**src/single_wire_uart_defs.svh**
```systemverilog
// Purpose: shared constants of the single-wire uart slave
// Assumes: included by bare name from the design files that use its macros
// Notes:   counts are in bit times unless the name says cycles
`ifndef SINGLE_WIRE_UART_DEFS_SVH
`define SINGLE_WIRE_UART_DEFS_SVH

// ==========================================================
// framing and datagram layout
`define SYNC_BYTE        8'h05
`define SYNC_PRESET      8'ha0
`define SYNC_KNOWN_BITS  4'h3
`define REPLY_ADDR       8'hff
`define RW_BIT           7
`define BYTE_BITS        4'h8
`define FRAME_LAST_BIT   4'h9
`define READ_LAST_IDX    3'h3
`define WRITE_LAST_IDX   3'h7
`define REPLY_LAST_IDX   3'h7
`define CRC_POLY         8'h07

// ==========================================================
// timing
`define GLITCH_CYCLES    16
`define TIMEOUT_BITS     8'h3f
`define RECOVER_BITS     8'h0c
`define TX_OFF_BITS      8'h04
`define DELAY_UNIT_BITS  8'h08

`endif

```
**src/single_wire_uart_pkg.sv**
```systemverilog
// Purpose: types of the single-wire uart slave
// Assumes: nothing
// Notes:   codes are written out so traces read the same in every tool
package single_wire_uart_pkg;

	// ==========================================================
	// receive and reply sequencer
	typedef enum logic [3:0] {
		ST_IDLE    = 4'h0,
		ST_START   = 4'h1,
		ST_MEASURE = 4'h2,
		ST_BITS    = 4'h3,
		ST_STOP    = 4'h4,
		ST_GAP     = 4'h5,
		ST_RECOVER = 4'h6,
		ST_TURN    = 4'h7,
		ST_TX      = 4'h8,
		ST_TXHOLD  = 4'h9
	} link_state_type;

endpackage

```
**src/line_sync.sv**
```systemverilog
// Purpose: two-flop synchroniser for pins from outside the clock domain
// Assumes: inputs are quasi-static against ref_clk or single-bit lines
// Notes:   first stage feeds only the second stage
`timescale 1ns/1ps

module line_sync #(
	parameter int               WIDTH       = 1,
	parameter logic [WIDTH-1:0] RESET_VALUE = '0
) (
	input  wire logic             ref_clk,  // system clock
	input  wire logic             reset,    // synchronous, active high
	input  wire logic             clkEn,    // freezes state when low
	input  wire logic [WIDTH-1:0] asyncIn,  // raw pin levels
	output logic      [WIDTH-1:0] syncOut   // synchronised levels
);

	logic [WIDTH-1:0] meta_q;

	always_ff @(posedge ref_clk) begin
		if (reset) begin
			meta_q  <= RESET_VALUE;
			syncOut <= RESET_VALUE;
		end else if (clkEn) begin
			meta_q  <= asyncIn;
			syncOut <= meta_q;
		end
	end

endmodule

```
**src/crc8_byte.sv**
```systemverilog
// Purpose: one byte step of the crc8 used on the single-wire link
// Assumes: bits enter least significant first
// Notes:   purely combinational; eight unrolled serial stages
`timescale 1ns/1ps
`include "single_wire_uart_defs.svh"

module crc8_byte (
	input  wire logic [7:0] crcIn,     // crc before this byte
	input  wire logic [7:0] dataByte,  // byte to fold in
	output logic      [7:0] crcOut     // crc after this byte
);

	logic [7:0] stage [0:8];

	assign stage[0] = crcIn;

	genvar i;
	generate
		for (i = 0; i < 8; i++) begin : g_bit
			assign stage[i+1] = (stage[i][7] ^ dataByte[i]) ? ({stage[i][6:0], 1'b0} ^ `CRC_POLY)
			                                                : {stage[i][6:0], 1'b0};
		end
	endgenerate

	assign crcOut = stage[8];

endmodule

```
**src/single_wire_uart_slave.sv**
```systemverilog
// Purpose: single-wire half-duplex uart slave for register access
// Assumes: register file on ref_clk; readData valid in the cycle readStrobe is high
// Notes:   one shared line; the driver is enabled only for a read reply
`timescale 1ns/1ps
`include "single_wire_uart_defs.svh"

module single_wire_uart_slave
	import single_wire_uart_pkg::*;
#(
	parameter int                      PERIOD_WIDTH = 16,
	parameter logic [PERIOD_WIDTH-1:0] INIT_PERIOD  = '1
) (
	input  wire logic        ref_clk,                 // 250 MHz system clock
	input  wire logic        reset,                   // synchronous, active high
	input  wire logic        clkEn,                   // freezes all state when low
	input  wire logic        singleWireDataPinIn,     // shared data line level
	output logic             singleWireDataPinOut,    // level driven on the line
	output logic             singleWireDataPinOe,     // high while driving the line
	input  wire logic        addressStrapBit2,        // node offset +4
	input  wire logic        addressStrapBit1,        // node offset +2
	input  wire logic        addressStrapBit0,        // node offset +1
	input  wire logic [7:0]  nodeAddressBase,         // programmed base address
	input  wire logic [3:0]  replyTurnaroundDelay,    // reply delay setting
	input  wire logic        nextUnitSelect,          // programmed chain level
	output logic             chainEnableOutput,       // chain output pin
	output logic             writeStrobe,             // one-cycle accepted write
	output logic             readStrobe,              // one-cycle accepted read
	output logic [6:0]       regAddr,                 // register of last access
	output logic [31:0]      writeData,               // data of last write
	input  wire logic [31:0] readData,                // register contents for reply
	output logic [7:0]       datagramCount,           // accepted write count
	output logic             rxError                  // one-cycle error pulse
);

	localparam int MW = PERIOD_WIDTH + 2;

	generate
		if (PERIOD_WIDTH < 8 || PERIOD_WIDTH > 24) begin : g_bad_width
			$error("PERIOD_WIDTH must lie between 8 and 24");
		end
	endgenerate

	// ==========================================================
	// pins and address
	logic                    rxLine;
	logic                    rxPrev_q;
	logic                    fallEdge;
	logic [2:0]              straps;
	logic [7:0]              nodeAddr;

	line_sync #(.WIDTH(1), .RESET_VALUE(1'b1)) u_data_sync (
		.ref_clk (ref_clk),
		.reset   (reset),
		.clkEn   (clkEn),
		.asyncIn (singleWireDataPinIn),
		.syncOut (rxLine)
	);

	line_sync #(.WIDTH(3), .RESET_VALUE(3'h0)) u_strap_sync (
		.ref_clk (ref_clk),
		.reset   (reset),
		.clkEn   (clkEn),
		.asyncIn ({addressStrapBit2, addressStrapBit1, addressStrapBit0}),
		.syncOut (straps)
	);

	always_ff @(posedge ref_clk) begin
		if (reset) begin
			rxPrev_q <= 1'b1;
		end else if (clkEn) begin
			rxPrev_q <= rxLine;
		end
	end

	assign fallEdge = rxPrev_q & ~rxLine;
	assign nodeAddr = nodeAddressBase + {5'h00, straps};

	// ==========================================================
	// state
	link_state_type          state_q;
	link_state_type          prevState_q;
	logic                    settled;
	logic [MW-1:0]           cyc_q;
	logic [PERIOD_WIDTH-1:0] tgt_q;
	logic [PERIOD_WIDTH-1:0] period_q;
	logic [PERIOD_WIDTH-1:0] goodPeriod_q;
	logic                    goodValid_q;
	logic [PERIOD_WIDTH-1:0] refPeriod;
	logic [PERIOD_WIDTH-1:0] elCyc_q;
	logic [7:0]              elBits_q;
	logic                    timerRestart;
	logic [3:0]              bitCnt_q;
	logic                    falls_q;
	logic [2:0]              byteIdx_q;
	logic [7:0]              rxShift_q;
	logic [7:0]              crc_q;
	logic [7:0]              crcNext;
	logic [7:0]              dgram_q [0:7];
	logic                    sampleNow;
	logic                    bitEnd;
	logic                    finalByte;
	logic                    isWrite;
	logic                    addrOk;
	logic                    crcOk;
	logic                    acceptNow;
	logic [7:0]              turnBits;
	logic [2:0]              txIdx_q;
	logic [2:0]              txLoadIdx;
	logic [8:0]              txShift_q;
	logic [3:0]              txBit_q;
	logic [7:0]              txCrc_q;
	logic [7:0]              txCrcIn;
	logic [7:0]              txByte;
	logic [7:0]              txCrcNext;
	logic [31:0]             txData_q;

	assign settled   = (state_q == prevState_q);
	assign sampleNow = (cyc_q == {2'b00, tgt_q});
	assign bitEnd    = (cyc_q == {2'b00, period_q - 1'b1});
	assign isWrite   = dgram_q[2][`RW_BIT];
	assign finalByte = (byteIdx_q == `READ_LAST_IDX && !isWrite) || byteIdx_q == `WRITE_LAST_IDX;
	assign addrOk    = (dgram_q[1] == nodeAddr) && (nodeAddr != `REPLY_ADDR);
	assign crcOk     = (crc_q == rxShift_q);
	assign acceptNow = (state_q == ST_STOP) && sampleNow && rxLine && finalByte;
	assign turnBits  = 8'(({4'h0, replyTurnaroundDelay} + 8'h01) * `DELAY_UNIT_BITS);
	// timeouts use the last good datagram's rate, or period_q before one is seen; the reply keeps the request's rate
	assign refPeriod = (state_q == ST_TURN || state_q == ST_TX || state_q == ST_TXHOLD || !goodValid_q)
	                   ? period_q : goodPeriod_q;

	always_ff @(posedge ref_clk) begin
		if (reset) begin
			prevState_q <= ST_IDLE;
		end else if (clkEn) begin
			prevState_q <= state_q;
		end
	end

	always_ff @(posedge ref_clk) begin
		if (reset) begin
			state_q   <= ST_IDLE;
			cyc_q     <= '0;
			tgt_q     <= '0;
			bitCnt_q  <= 4'h0;
			falls_q   <= 1'b0;
			rxShift_q <= 8'h00;
			byteIdx_q <= 3'h0;
			period_q  <= INIT_PERIOD;
		end else if (clkEn) begin
			cyc_q <= cyc_q + 1'b1;
			case (state_q)
				ST_IDLE: begin
					if (fallEdge) begin
						state_q <= ST_START;
						cyc_q   <= {{(MW-1){1'b0}}, 1'b1};
					end
				end
				ST_START: begin
					if (rxLine) begin
						state_q <= ST_RECOVER;
					end else if (cyc_q == MW'(`GLITCH_CYCLES)) begin
						state_q <= ST_MEASURE;
						falls_q <= 1'b0;
					end
				end
				ST_MEASURE: begin
					if (&cyc_q) begin
						state_q <= ST_RECOVER;
					end else if (fallEdge && !falls_q) begin
						falls_q <= 1'b1;
					end else if (fallEdge) begin
						// start fall to sync bit 3 fall spans four bit times
						period_q  <= cyc_q[MW-1:2];
						tgt_q     <= {1'b0, cyc_q[MW-1:3]} - 1'b1;
						cyc_q     <= '0;
						bitCnt_q  <= `SYNC_KNOWN_BITS;
						rxShift_q <= `SYNC_PRESET;
						byteIdx_q <= 3'h0;
						state_q   <= ST_BITS;
					end
				end
				ST_BITS: begin
					if (sampleNow) begin
						cyc_q     <= '0;
						tgt_q     <= period_q - 1'b1;
						rxShift_q <= {rxLine, rxShift_q[7:1]};
						bitCnt_q  <= bitCnt_q + 1'b1;
						if (bitCnt_q == `BYTE_BITS - 1'b1) begin
							state_q <= ST_STOP;
						end
					end
				end
				ST_STOP: begin
					if (sampleNow) begin
						cyc_q <= '0;
						if (!rxLine) begin
							state_q <= ST_RECOVER;
						end else if (finalByte) begin
							// others' datagrams go back to idle, but a good crc still sets the good rate
							state_q <= !crcOk ? ST_RECOVER : (addrOk && !isWrite) ? ST_TURN : ST_IDLE;
						end else begin
							byteIdx_q <= byteIdx_q + 1'b1;
							state_q   <= ST_GAP;
						end
					end
				end
				ST_GAP: begin
					if (elBits_q > `TIMEOUT_BITS) begin
						state_q <= ST_RECOVER;
					end else if (fallEdge) begin
						state_q  <= ST_BITS;
						cyc_q    <= '0;
						bitCnt_q <= 4'h0;
						tgt_q    <= period_q + (period_q >> 1) - 1'b1;
					end
				end
				ST_RECOVER: begin
					if (settled && elBits_q >= `RECOVER_BITS) begin
						state_q <= ST_IDLE;
					end
				end
				ST_TURN: begin
					if (settled && elBits_q >= turnBits) begin
						state_q <= ST_TX;
						cyc_q   <= '0;
					end
				end
				ST_TX: begin
					if (bitEnd) begin
						cyc_q <= '0;
						if (txBit_q == `FRAME_LAST_BIT && txIdx_q == `REPLY_LAST_IDX) begin
							state_q <= ST_TXHOLD;
						end
					end
				end
				ST_TXHOLD: begin
					if (settled && elBits_q >= `TX_OFF_BITS) begin
						state_q <= ST_IDLE;
					end
				end
				default: begin
					state_q <= ST_IDLE;
				end
			endcase
		end
	end

	// ==========================================================
	// bit-time timer for gap, recovery, turnaround and release
	// idle recovery restarts on any low, so the line must stay idle throughout
	assign timerRestart = (fallEdge && (state_q == ST_IDLE || state_q == ST_GAP))
	                    || (state_q == ST_RECOVER && !rxLine)
	                    || (!settled && (state_q == ST_RECOVER || state_q == ST_TURN || state_q == ST_TXHOLD));

	always_ff @(posedge ref_clk) begin
		if (reset) begin
			elCyc_q  <= '0;
			elBits_q <= 8'h00;
		end else if (clkEn) begin
			if (timerRestart) begin
				elCyc_q  <= '0;
				elBits_q <= 8'h00;
			end else if (elCyc_q >= refPeriod - 1'b1) begin
				elCyc_q <= '0;
				if (!(&elBits_q)) begin
					elBits_q <= elBits_q + 1'b1;
				end
			end else begin
				elCyc_q <= elCyc_q + 1'b1;
			end
		end
	end

	// ==========================================================
	// datagram store and receive crc
	crc8_byte u_rx_crc (
		.crcIn    (crc_q),
		.dataByte (rxShift_q),
		.crcOut   (crcNext)
	);

	always_ff @(posedge ref_clk) begin
		if (reset) begin
			crc_q <= 8'h00;
		end else if (clkEn) begin
			if (state_q == ST_MEASURE) begin
				crc_q <= 8'h00;
			end else if (state_q == ST_STOP && sampleNow && rxLine && !finalByte) begin
				crc_q <= crcNext;
			end
		end
	end

	always_ff @(posedge ref_clk) begin
		if (clkEn && state_q == ST_STOP && sampleNow && rxLine && !finalByte) begin
			dgram_q[byteIdx_q] <= rxShift_q;
		end
	end

	// ==========================================================
	// accepted accesses toward the register file
	always_ff @(posedge ref_clk) begin
		if (reset) begin
			writeStrobe   <= 1'b0;
			readStrobe    <= 1'b0;
			regAddr       <= 7'h00;
			writeData     <= 32'h0000_0000;
			datagramCount <= 8'h00;
			goodPeriod_q  <= INIT_PERIOD;
			goodValid_q   <= 1'b0;
			rxError       <= 1'b0;
		end else if (clkEn) begin
			writeStrobe <= 1'b0;
			readStrobe  <= 1'b0;
			rxError     <= !settled && state_q == ST_RECOVER;
			if (acceptNow && crcOk) begin
				goodPeriod_q <= period_q;
				goodValid_q  <= 1'b1;
				if (addrOk) begin
					regAddr <= dgram_q[2][6:0];
					if (isWrite) begin
						writeStrobe   <= 1'b1;
						writeData     <= {dgram_q[3], dgram_q[4], dgram_q[5], dgram_q[6]};
						datagramCount <= datagramCount + 8'h01;
					end else begin
						readStrobe <= 1'b1;
					end
				end
			end
		end
	end

	always_ff @(posedge ref_clk) begin
		if (reset) begin
			chainEnableOutput <= 1'b1;
		end else if (clkEn) begin
			chainEnableOutput <= nextUnitSelect;
		end
	end

	// ==========================================================
	// read reply
	function automatic logic [7:0] replyByte(input logic [2:0] idx, input logic [6:0] addr,
	                                         input logic [31:0] data, input logic [7:0] crc);
		case (idx)
			3'h0:    replyByte = `SYNC_BYTE;
			3'h1:    replyByte = `REPLY_ADDR;
			3'h2:    replyByte = {1'b0, addr};
			3'h3:    replyByte = data[31:24];
			3'h4:    replyByte = data[23:16];
			3'h5:    replyByte = data[15:8];
			3'h6:    replyByte = data[7:0];
			default: replyByte = crc;
		endcase
	endfunction

	assign txLoadIdx = (state_q == ST_TURN) ? 3'h0 : txIdx_q + 3'h1;
	assign txCrcIn   = (state_q == ST_TURN) ? 8'h00 : txCrc_q;
	assign txByte    = replyByte(txLoadIdx, regAddr, txData_q, txCrc_q);

	crc8_byte u_tx_crc (
		.crcIn    (txCrcIn),
		.dataByte (txByte),
		.crcOut   (txCrcNext)
	);

	always_ff @(posedge ref_clk) begin
		if (reset) begin
			singleWireDataPinOut <= 1'b1;
			singleWireDataPinOe  <= 1'b0;
			txIdx_q              <= 3'h0;
			txShift_q            <= 9'h1ff;
			txBit_q              <= 4'h0;
			txCrc_q              <= 8'h00;
			txData_q             <= 32'h0000_0000;
		end else if (clkEn) begin
			if (readStrobe) begin
				txData_q <= readData;
			end
			if (state_q == ST_TURN && settled && elBits_q >= turnBits) begin
				singleWireDataPinOe  <= 1'b1;
				singleWireDataPinOut <= 1'b0;
				txShift_q            <= {1'b1, txByte};
				txBit_q              <= 4'h0;
				txIdx_q              <= 3'h0;
				txCrc_q              <= txCrcNext;
			end else if (state_q == ST_TX && bitEnd) begin
				if (txBit_q < `FRAME_LAST_BIT) begin
					singleWireDataPinOut <= txShift_q[0];
					txShift_q            <= {1'b1, txShift_q[8:1]};
					txBit_q              <= txBit_q + 1'b1;
				end else if (txIdx_q != `REPLY_LAST_IDX) begin
					singleWireDataPinOut <= 1'b0;
					txShift_q            <= {1'b1, txByte};
					txBit_q              <= 4'h0;
					txIdx_q              <= txLoadIdx;
					txCrc_q              <= txCrcNext;
				end
			end else if (state_q == ST_TXHOLD && settled && elBits_q >= `TX_OFF_BITS) begin
				singleWireDataPinOe <= 1'b0;
			end
		end
	end
endmodule

```
**config.mk**
```make
export PLATFORM = sky130hd
export DESIGN_NAME = single_wire_uart_slave
export DESIGN_NICKNAME = d
export VERILOG_FILES = /design/src/single_wire_uart_pkg.sv /design/src/line_sync.sv /design/src/crc8_byte.sv /design/src/single_wire_uart_slave.sv
export VERILOG_INCLUDE_DIRS = /design/src
export SDC_FILE = /design/constraint.sdc
export NUM_CORES = 1
export LEC_CHECK = 0
export ABC_AREA = 1
export BUFFER_PORTS_ARGS = -buffer_cell sky130_fd_sc_hd__buf_2
export CORE_ASPECT_RATIO = 1.2
export CORE_MARGIN = 4
export CORE_UTILIZATION = 47
export DETAILED_ROUTE_END_ITERATION = 10
export GPL_ROUTABILITY_DRIVEN = 0
export PLACE_DENSITY = 0.68
export REMOVE_ABC_BUFFERS = 1
export SLEW_MARGIN = 15
export SYNTH_ARGS = -nofsm -noshare
export SYNTH_HDL_FRONTEND = slang
export SYNTH_SLANG_ARGS = --single-unit
export TNS_END_PERCENT = 30
```
**constraint.sdc**
```tcl
create_clock -name ref_clk -period 3.59 [get_ports ref_clk]
set_clock_uncertainty 0.1 [all_clocks]
set_input_delay 0.718 -clock ref_clk [delete_from_list [all_inputs] [get_ports ref_clk]]
set_output_delay 0.718 -clock ref_clk [all_outputs]
set_load 0.005 [all_outputs]
```
======== Word level (Yosys, flattened, before mapping) ========
Memory sizes are Yosys's and may differ from the RTL's. A register that Yosys moved wholly into a read port is not among the register bits.
Cells that the tools add are included.
storage, ports and cells
  memories ................................ 1
  bits in read-only memories .............. 0
  bits in latches ......................... 0
  logic and storage cells ................. 331
  bits in registers ....................... 209
  RAM bits ................................ 64
memories
  name     words  width  read ports  clocked after memory_dff  write ports  RTL line                      RTL
  dgram_q  8      8      6           4                         1            single_wire_uart_slave.sv:98  logic [7:0] dgram_q [0:7];
operators by class
  magnitude comparators ................... 6
  $add $sub $neg .......................... 15
  equality and inequality tests ........... 52
  divide/modulo/power cells ............... 0
  $mul .................................... 0
  shift operators ......................... 0
  bitwise gates (word level) .............. 36
  mux-type cells .......................... 118
  reductions and logical operators ........ 71
operators by type and width
  operator                                                                number
  16-bit 2-to-1 mux                                                       9
  18-bit 2-to-1 mux                                                       8
  8-bit 2-to-1 mux                                                        14
  18-bit case mux with 6 select lines                                     1
  4-bit 2-to-1 mux                                                        25
  3-bit 2-to-1 mux                                                        31
  8-bit case mux with 7 select lines                                      1
  3-bit NOT                                                               16
  16-bit case mux with 3 select lines                                     1
  16-bit by 1-bit subtractor with 16-bit output, second input constant    3
  2-bit inequality test, second input constant                            21
  4-bit case mux with 10 select lines                                     1
  18-bit by 16-bit equality test with 1-bit output                        2
  9-bit 2-to-1 mux                                                        4
  1-bit logical AND                                                       26
  8-bit AND reduction                                                     3
  4-bit by 3-bit equality test with 1-bit output, second input constant   5
  1-bit 2-to-1 mux                                                        19
  18-bit by 1-bit adder with 18-bit output, second input constant         1
  18-bit by 5-bit equality test with 1-bit output, second input constant  1
  18-bit AND reduction                                                    1
  16-bit by 1-bit adder with 16-bit output, second input constant         1
  16-bit by 15-bit adder with 16-bit output                               1
  8-bit by 1-bit adder with 8-bit output, second input constant           2
  other kinds (43)                                                        101

======== Logic depth before layout (Yosys ltp) ========
Gate-level depths: netlist of run 1.
  depth in word-level cells ............... 24
  depth in mapped cells ................... 30

======== Modules after synthesis ========
A second synthesis of run 1 with hierarchy kept.
second synthesis, totals
  cell total of the unflattened synthesis .. 2440
  area, all modules ....................... 16753.6 µm²
modules (own cells, without submodules)
  module                    area an instance (µm²)  cells each  seq. area each (µm²)  times used
  single_wire_uart_slave    15732.6                 2246        6085.8                1
  crc8_byte                 350.3                   73          0.0                   2
  line_sync (u_strap_sync)  247.7                   38          120.1                 1
  line_sync (u_data_sync)   72.6                    10          40.0                  1

======== Least setup slack after synthesis of run 1 ========
OpenSTA, ideal clock, no wires.
  kind .................................... reg-to-reg
  from .................................... register state_q[0]
  to ...................................... register elBits_q[6]
  clock period less this slack ............ 3.611 ns
  setup slack ............................. -0.021 ns
  arrival time ............................ 3.394 ns
  path buffers ............................ 1
  stages on the path, launching flop included .. 30
  cells stage by stage .................... dfxtp_1 > inv_2 > nor2_2 > inv_2 > nor3_4 > inv_2 > nand4_4 > buf_8 > nand2_1 > o21ai_2 > ha_1 > nand3_1 > nor2_1 > nand4_1 > xnor2_1 > inv_1 > ha_1 > nand2_1 > inv_1 > nand3_1 > nor3_1 > nand3_1 > nand4_1 > nand2_1 > inv_1 > nand2_2 > inv_2 > nand2_1 > o21ai_0 > nor2_1
between the ends
  word-level cells in the longest chain between the ends .. 9
  elaborated cells on any way between the ends .. 26
  those cells by class .................... add/sub (1); order compare (1); eq/ne (7); mux (2); reduce/logical (15)
ends and longest elaborated chain
  what                                                                                          RTL line                                                      RTL
  start, declared                                                                               single_wire_uart_slave.sv:80                                  link_state_type state_q;
  start signal, assigned                                                                        single_wire_uart_slave.sv:199                                 state_q <= !crcOk ? ST_RECOVER : (addrOk && !isWrite) ? ST_TURN : ST_IDLE;
  4-bit by 3-bit equality test with 1-bit output / 4-bit equality test (equally long branches)  single_wire_uart_slave.sv:127, single_wire_uart_slave.sv:252
  1-bit logical OR (3 in series)                                                                single_wire_uart_slave.sv:127                                 assign refPeriod = (state_q == ST_TURN || state_q == ST_TX || state_q == ST_TXHOLD || !goodValid_q)
  16-bit 2-to-1 mux                                                                             single_wire_uart_slave.sv:128                                 ? period_q : goodPeriod_q;
  16-bit by 1-bit subtractor with 16-bit output                                                 single_wire_uart_slave.sv:262                                 end else if (elCyc_q >= refPeriod - 1'b1) begin
  16-bit >= comparator                                                                          single_wire_uart_slave.sv:262
  2-bit nonzero test (no line)                                                                  -
  3-bit AND reduction (no line)                                                                 -
  end signal, assigned                                                                          single_wire_uart_slave.sv:265                                 elBits_q <= elBits_q + 1'b1;
  end, declared                                                                                 single_wire_uart_slave.sv:90                                  logic [7:0] elBits_q;
Parallel ways exist; a longest one is shown, timed or not.
A chain may end at the register's enable or synchronous reset.

======== Worst setup path in the final report of run 1 ========
  from .................................... register state_q[0]
  to ...................................... register elBits_q[4]
Same word-level chain as after synthesis.

==> results.md, run 1 <==
* Crit Path Max Fanout at 7
* Top cell type's share of synthesized area at 29.2%
* First-pass GRT wire length at 72,600 um
* Fmax at 271 MHz
* Crit path required time at 4010 ps
* Die footprint at 0.0380 mm2
* Core Region at 0.0343 mm2
* Slew margin rel. at 47.2%
* Syn Area/Cell at 7.27 um2
* Via/cell ratio at 5.34
* Ys Warns at 0
* PortBufs at 104
* Starting Density at 48.0%
* Critical path's largest stage delay at 370 ps
* CTS tree: yes
* Sequential fraction of the synthesis area at 38.0%
* Clock Latency Late Sink at 580 ps
* Routed WL per cell at 15.3 um
* Max clock buf depth at 3
* CP endpoint kind: flip-flop
* GRT overflow at 0
* Place WS at -278 ps
* Uppermost layer routed: met4
* Routed wl met2 at 21,800 um
* Area contributors post-synth: dfxtp_1, nand2_1, edfxtp_1
* EDFF count, synth at 48
* Final setup vio count at 7
* Post-synthesis sequential element count at 288
* Fin. Hold Viols at 0
* Synth Instances at 2,259
* Largest net degree at the start of global routing at 85
* Clock root buffer: clkbuf_16
* Antenna Diode Count at 0
* Leak pwr at 0.00865 uW
* Met1 Routed Length at 18,600 um
* Hold Crit Class: input port to flip-flop
* Share of cells above drive strength 1 at 16.0%
* TritonCTS Buffers at 31
* Tcrit/Tclk final at 103%
* Failing checks: negative setup slack
* Final ANT Viol Nets at 0
* RSZ-0062 raised after global routing: true
* Critical path startpoint category: flip-flop
* Main synth FF type: dfxtp_1
* Yosys cell types at 61
* Nets at 2,556
* Clock-pin slew on the worst setup and hold paths at 60 ps
* Vias in the first global route at 15.1k
* Async S/R FF share, synth at 0%
* Total Routed Length at 44,500 um
* Hold Buf Count CTS at 0
* Cell with the most instances after synthesis: nand2_1
* Max VDD drop at 0.354 mV
* Num ports at 105
* WP data arrival at 4100 ps
* Most instantiated cells after synthesis: nand2_1, nor2_1, inv_1, dfxtp_1, o21ai_0
* Placed Instances at 2,825
* Pwr Total at 7200 uW
* Finished Layout Cells at 2,908
* Total number of vias at 15.5k
* Final WS setup at -94.7 ps
* Slew @ Worst Pin at 792 ps
* Critical path class: flip-flop to flip-flop
* Placed Area at 0.0178 mm2
* Status: finished, violations left
* Die X at 179 um
* Final Hold Slack at 259 ps
* CP max-delay cell: dfxtp_4
* Clock tree sinks at 288
* GRT Total Usage at 22.9%
* DRT Pass-1 Iters at 6
* H-tree levels at 1
* Synth area leader: dfxtp_1
* DR iter-0 viols at 1,023
* Routed wl met3 at 2490 um
* Family with the most delay on the worst path: simple AND/OR/NAND/NOR gates
* Area of the mapped netlist at 0.0164 mm2
* Slew Limit Fails at 0
* Die H at 213 um
* Tmin final at 3680 ps
* # rows at 74
* Initial antenna violation count at 0
* CP Buf/Inv Count at 10
* Residual DRC count at 0
* Design Area, Final at 0.0193 mm2
* MaxCap Viol Count at 0
* Area Growth Syn to Fin at 17.8%
* Dpl hpwl at 32,100 um
* Power per standard cell area at 372 mW/mm2
## report_power, final
part	internal [uW]	switching, uW
combinational	160	269
sequential	3300	26.7
clock	2080	1370
total	5540	1670
## final timing paths
path | slack, ps | cells after the start | endpoint | from
hold reg to reg | 350 | 2 | txData_q[26] | txData_q[26]
setup reg to reg | -90 | 28 | elBits_q[4] | state_q[0]
setup / recovery | -90 | 28 | elBits_q[4] | state_q[0]
hold / removal | 260 | 3 | chainEnableOutput | nextUnitSelect
## per-stage QoR
stage	util (%)	setup TNS, ps
after floorplan	-	-6010
after global placement	52.0	-701
after detailed placement	52.0	-2750
after CTS	56.0	-13.7
after global routing	56.5	-5040
final	56.5	-330
## sequential cells by signal, summed over array words and instances, names as in the netlist, 4 cells and up
signal and flops:
bitCnt_q 4, cyc_q 18, rxShift_q 8, elBits_q 8
txShift_q 8, tgt_q 16, dgram_q 48, goodPeriod_q 16
prevState_q 4, state_q 4, regAddr 7, txData_q 32
period_q 16, elCyc_q 16, txCrc_q 8, writeData 32
txBit_q 4, crc_q 8, datagramCount 8
## cell families (layout without fill, tap and decap cells)
kind of cell    Yosys count  count (layout)  share of synthesized area, %
mux                       3               3                         0.183
compound gates          446             446                          15.1
fa+ha+maj                75              75                          5.80
simple gates            990             991                          26.6
xor+xnor                100             100                          5.54
flops                   288             288                          38.0
buf+inv                 357             549                          8.70
## layout by cell type, fill, tap and decap left out, drive strengths merged, types with 3 or more instances in the layout
cell / count
nand2: 423
or2: 11
and2: 3
nor4: 16
o211ai: 37
dfxtp: 240
a211oi: 20
buf: 218
bufinv: 6
nand4: 39
o31ai: 4
clkbuf: 37
o21ai: 188
ha: 73
o22ai: 4
mux2i: 3
clkinv: 13
a31oi: 13
nor3: 49
a41oi: 4
xor2: 64
nor2: 314
edfxtp: 48
xnor2: 34
inv: 274
a21oi: 164
a221oi: 3
nand3: 128
## layout make-up
| cell class | instances | area, um2 |
|---|---|---|
| multi-input combinational | 1615 | 8950 |
| fill | 3216 | 14900 |
| clock buffer | 37 | 828 |
| inverter | 275 | 1040 |
| sequential | 288 | 6250 |
| timing repair buffer | 218 | 1440 |
| tap | 456 | 571 |
| clock inverter | 19 | 270 |
## worst reg2reg max path: cells and delay by family (launching register included)
kind | cells | cell delay, ps
and+or+nand+nor | 14 | 1630
buffers and inverters | 10 | 870
DFF | 1 | 370
adders and majority gates | 1 | 260
AOI/OAI and AO/OA | 2 | 210
xor gates and xnor gates | 1 | 160
## routing by layer
metal  track usage [%]  vias up
met5                 0        -
met4              9.56        0
met3              2.67      111
met2              41.0      451
met1              27.9     7146
li1                  -     7833
## repair_timing
item,CTS,global route
setup endpoints to repair,23,38
setup buffers,22,4
gates resized for setup,34,34
gates cloned,1,0
pin swaps,16,20
Power figures use the tool's default switching activity.
==> run 2: changes to the inputs <==
RECOVER_POWER = 25   (was default)
==> run 2 against run 1 <==
The run ends with max-capacitance violations, max-slew violations, negative setup slack left. Power hardly changed. Largest cell class unchanged. Maximum frequency shrank 0.17%. Clock-buffer cell count stayed put. Flip-flop and latch count unchanged. Final cell count did not move.
==> results.md, run 2 (synthesized netlist as in run 1, its figures left out) <==
* Slew Limit Fails at 48
* Crit path required time at 4010 ps
* Clock-pin slew on the worst setup and hold paths at 60 ps
* Status: finished, violations left
* Clock Latency Late Sink at 580 ps
* Switch share at 23.1%
* H-tree levels at 1
* Family with the most delay on the worst path: simple AND/OR/NAND/NOR gates
* CP max-delay cell: dfxtp_4
* Combinational share of power at 5.9%
* DR iter-0 viols at 1,065
* Crit. path cell count at 28
* Dpl hpwl at 32,100 um
* Hold Crit Depth at 3
* CP endpoint kind: flip-flop
* RSZ-0062 raised after global routing: true
* Core Region at 0.0343 mm2
* CTS tree: yes
* Largest net degree at the start of global routing at 85
* Commonest non-fill, non-tap cell in the layout: nand2_1
* Tcrit/Tclk final at 103%
* Die X at 179 um
* Final WS setup at -101 ps
* Final setup vio count at 10
* GRT Total Usage at 22.9%
* Critical path's largest stage delay at 360 ps
* Crit Path Max Fanout at 7
* Slew margin rel. at -34.2%
* GRT overflow at 0
* Reg2Reg Depth at 28
* PortBufs at 104
* Slew @ Worst Pin at 2000 ps
* MaxCap Viol Count at 1
* Antenna Diode Count at 0
* Top Registers: dgram_q (48), txData_q (32), writeData (32)
* Setup TNS at -459 ps
* Max VDD drop at 0.355 mV
* Flop pwr share at 46.1%
* TritonCTS Buffers at 31
* Top reg by flops: dgram_q
* Die H at 213 um
* Power per standard cell area at 373 mW/mm2
* Share of cells above drive strength 1 at 15.7%
* Total Routed Length at 44,600 um
* Internal Pwr Total at 5540 uW
* Critical path startpoint category: flip-flop
* Starting Density at 48.0%
* Die footprint at 0.0380 mm2
* Routed WL per cell at 15.3 um
* Via/cell ratio at 5.35
* Commonest cells after routing, fill and taps aside: nand2_1, nor2_1, inv_1, dfxtp_1, o21ai_0
* Clock tree sinks at 288
* Max reg flops at 48
* Final ANT Viol Nets at 0
* Fmax at 271 MHz
* Leak pwr at 0.00862 uW
* # rows at 74
* Area Growth Syn to Fin at 17.6%
* Fin. Hold Viols at 0
* CP Buf/Inv Count at 10
* Max clock buf depth at 3
* Critical path class: flip-flop to flip-flop
* Design Area, Final at 0.0193 mm2
* Clock power share at 47.9%
* Final Hold Slack at 259 ps
* Total number of vias at 15.6k
* DRT Pass-1 Iters at 6
* Nets at 2,556
* First-pass GRT wire length at 72,600 um
* Placed Area at 0.0178 mm2
* Vias in the first global route at 15.1k
* NetSw at 1670 uW
* Hold Crit Class: input port to flip-flop
* Clock root buffer: clkbuf_16
* WP data arrival at 4110 ps
* Initial antenna violation count at 0
* Residual DRC count at 0
* Tmin final at 3690 ps
* Num ports at 105
* Failing checks: max-capacitance violations, max-slew violations, negative setup slack
## run 2: cell type report
type                    count  area [um2]
clock inverters            19         270
flip-flops and latches    288        6250
multi-input cells        1615        8950
well taps                 456         571
fillers                  3224       14900
inverters                 275        1040
clock buffers              37         828
repair buffers            218        1420
## run 2: worst reg2reg max path: cells and delay by family, from the launching register on
kind / cells / cell delay (ps)
and+or+nand+nor: 14 / 1530
buffers and inverters: 10 / 950
DFF: 1 / 360
xor gates and xnor gates: 1 / 160
AOI/OAI and AO/OA: 2 / 260
adders and majority gates: 1 / 260
## run 2: worst paths after layout
kind | slack [ps] | endpoint | from
min | 260 | chainEnableOutput | nextUnitSelect
min reg2reg | 350 | txData_q[26] | txData_q[26]
max | -100 | elBits_q[4] | state_q[0]
max reg2reg | -100 | elBits_q[4] | state_q[0]
## run 2: layer usage
metal | part of all wire (%) | global-route usage, % | up-vias | wire, um
met2 | 49 | 41.0 | 470 | 21800
li1 | - | - | 7836 | -
met5 | 0 | 0 | - | 0
met1 | 42 | 27.9 | 7144 | 18600
met3 | 5.9 | 2.67 | 106 | 2620
met4 | 3.6 | 9.56 | 0 | 1600
## run 2: repair_timing
action,4_1_cts,5_1_grt
pin swaps,16,20
setup buffers,22,4
gates cloned,1,0
resized for setup,34,34
hold buffers,0,0
setup endpoints to repair,23,38
## run 2: stage by stage
| stage | total power, uW | setup slack [ps] | util (%) | instances |
|---|---|---|---|---|
| floorplan | 3620 | -312 | - | 2177 |
| global placement | 3780 | -119 | 52.0 | 2825 |
| finish | 7210 | -101 | 56.4 | 2908 |
| detailed placement | 3790 | -278 | 52.0 | 2825 |
| CTS | 7270 | -7.94 | 56.0 | 2904 |
| global route | 7450 | -352 | 56.4 | 2908 |
## run 2: power by group through the flow
stage	combinational [uW]	sequential [uW]	clock (uW)
2_1_floorplan	234	3390	0
3_3_place_gp	387	3390	0
3_5_place_dp	393	3390	0
4_1_cts	419	3320	3520
5_1_grt	476	3330	3650
6_report	429	3320	3460
==> run 3: changes to the inputs <==
--- a/config.mk
+++ b/config.mk
@@ -15,5 +15,6 @@
 export GPL_ROUTABILITY_DRIVEN = 0
-export PLACE_DENSITY = 0.68
+export PLACE_DENSITY_LB_ADDON = 0.1
 export RECOVER_POWER = 25
 export REMOVE_ABC_BUFFERS = 1
+export SKIP_CTS_REPAIR_TIMING = 1
 export SLEW_MARGIN = 15
--- a/constraint.sdc
+++ b/constraint.sdc
@@ -4,2 +4,2 @@
 set_output_delay 0.718 -clock ref_clk [all_outputs]
-set_load 0.005 [all_outputs]
+set_load 0.02 [all_outputs]
==> run 3 against run 2 <==
The run still ends with max-capacitance violations, max-slew violations, negative setup slack left. Die area unchanged. Flip-flop and latch count unchanged. Combinational power decreased by 4.7%. Cell area down 1.1%. Maximum frequency is 0.18% lower. Final cell count shrank 0.45%. Via count shrank 1.7%. Critical path type unchanged. Sequential share of layout area increased by 0.33 points. Sequential power barely moved. Critical path depth down 1. First-iteration DRC count is 24% lower. Global-route usage up 0.32 points.
==> results.md, run 3 (synthesized netlist as in run 1, its figures left out) <==
* Via/cell ratio at 5.28
* Finished Layout Cells at 2,895
* Met2 usage at 41.5%
* Switch share at 23.3%
* Status: finished, violations left
* Slew margin rel. at -10.2%
* Share of cells above drive strength 1 at 14.3%
* WP data arrival at 4000 ps
* Largest net degree at the start of global routing at 65
* Residual DRC count at 0
* MaxCap Viol Count at 1
* Total number of vias at 15.3k
* NetSw at 1690 uW
* Power per standard cell area at 379 mW/mm2
* Antenna Diode Count at 0
* Combinational share of power at 5.6%
* Critical path startpoint category: flip-flop
* Reg2Reg Depth at 27
* Total Routed Length at 44,900 um
* Clock root buffer: clkbuf_16
* Clock power share at 48.5%
* Filler cell count at 3,324
* Clock tree sinks at 288
* Top Registers: dgram_q (48), txData_q (32), writeData (32)
* Hold Crit Class: input port to flip-flop
* Leak pwr at 0.00849 uW
* Placed Instances at 2,823
* Grt peak-use layer: met2
* Routed WL per cell at 15.5 um
* Flop pwr share at 45.9%
* TritonCTS Buffers at 34
* Critical path's largest stage delay at 360 ps
* Vias in the first global route at 14.8k
* Max reg flops at 48
* H-tree levels at 2
* Crit Path Max Fanout at 8
* M1 GR Usage at 28.4%
* Area Growth Syn to Fin at 16.4%
* Multi-input gate area at 0.00886 mm2
* Num ports at 105
* Critical path class: flip-flop to flip-flop
* FF+latch area at 0.00625 mm2
* Final ANT Viol Nets at 0
* GRT Total Usage at 23.2%
* Tmin final at 3700 ps
* Nets at 2,540
* DR iter-0 viols at 805
* Clock Latency Late Sink at 530 ps
* CP endpoint kind: flip-flop
* # rows at 74
* Fin. Hold Viols at 0
* Slew Limit Fails at 30
* Final Util at 55.8%
* Hold Crit Depth at 3
* First-pass GRT wire length at 72,500 um
* Commonest cells after routing, fill and taps aside: nand2_1, nor2_1, inv_1, dfxtp_1, o21ai_0
* Fmax at 270 MHz
* Max VDD drop at 0.309 mV
* Starting Density at 48.0%
* Initial antenna violation count at 0
* RSZ-0062 raised after global routing: true
* CP max-delay cell: dfxtp_4
* CTS tree: yes
* DRT Pass-1 Iters at 7
* Failing checks: max-capacitance violations, max-slew violations, negative setup slack
* Dpl hpwl at 32,400 um
* GRT overflow at 0
* Top reg by flops: dgram_q
* Die H at 213 um
* Final WS setup at -108 ps
* Internal Pwr Total at 5560 uW
* PortBufs at 104
* Slew @ Worst Pin at 1650 ps
* Max clock buf depth at 3
* Commonest non-fill, non-tap cell in the layout: nand2_1
* Crit path required time at 3890 ps
* Tcrit/Tclk final at 103%
* Final setup vio count at 15
* Met3 usage at 3.49%
* Clock-pin slew on the worst setup and hold paths at 60 ps
* Die footprint at 0.0380 mm2
* Core Region at 0.0343 mm2
* Die X at 179 um
==> run 3: worst paths after layout <==
kind | slack (ps) | start | end
worst max-delay path | -110 | state_q[0] | elBits_q[6]
worst max register to register | -110 | state_q[0] | elBits_q[6]
worst min-delay path | 300 | nextUnitSelect | chainEnableOutput
worst min register to register | 350 | chainEnableOutput | chainEnableOutput
==> run 3: area by class of cell <==
class / instances / area share, %
multi-input cells: 1615 / 46.3
repair buffers: 199 / 6.65
inverters: 275 / 5.44
clock buffers: 47 / 4.86
clock inverters: 15 / 1.05
well taps: 456 / 2.98
flip-flops and latches: 288 / 32.7
==> run 3: power groups by stage <==
stage | sequential (uW) | combinational [uW] | clock [uW]
2_1_floorplan | 3390 | 234 | 0
3_3_place_gp | 3390 | 396 | 0
3_5_place_dp | 3390 | 398 | 0
4_1_cts | 3320 | 401 | 3600
5_1_grt | 3330 | 454 | 3740
6_report | 3320 | 409 | 3520
==> run 3: critical path: cells and delay by family (launching register included) <==
kind / cells / cell delay, ps
buffers and inverters: 7 / 590
and+or+nand+nor: 16 / 1950
DFF: 1 / 360
AOI/OAI and AO/OA: 2 / 180
adders and majority gates: 1 / 300
xor gates and xnor gates: 1 / 80
==> run 3: stage by stage <==
stage | cell area (um2) | power, uW | TNS, ps | hold WS, ps | setup slack (ps)
2_1_floorplan | 16000 | 3620 | -6010 | 327 | -312
3_3_place_gp | 17800 | 3790 | -528 | 334 | -103
3_5_place_dp | 17800 | 3790 | -2870 | 343 | -220
4_1_cts | 19000 | 7330 | -3770 | 282 | -257
5_1_grt | 19100 | 7520 | -8950 | 302 | -453
6_report | 19100 | 7250 | -1130 | 298 | -108
==> run 3: layer usage <==
metal / vias to the layer above / share of wire (%)
met5: - / 0
met4: 0 / 3.3
met3: 92 / 5.1
met2: 363 / 49
met1: 7013 / 43
li1: 7819 / -
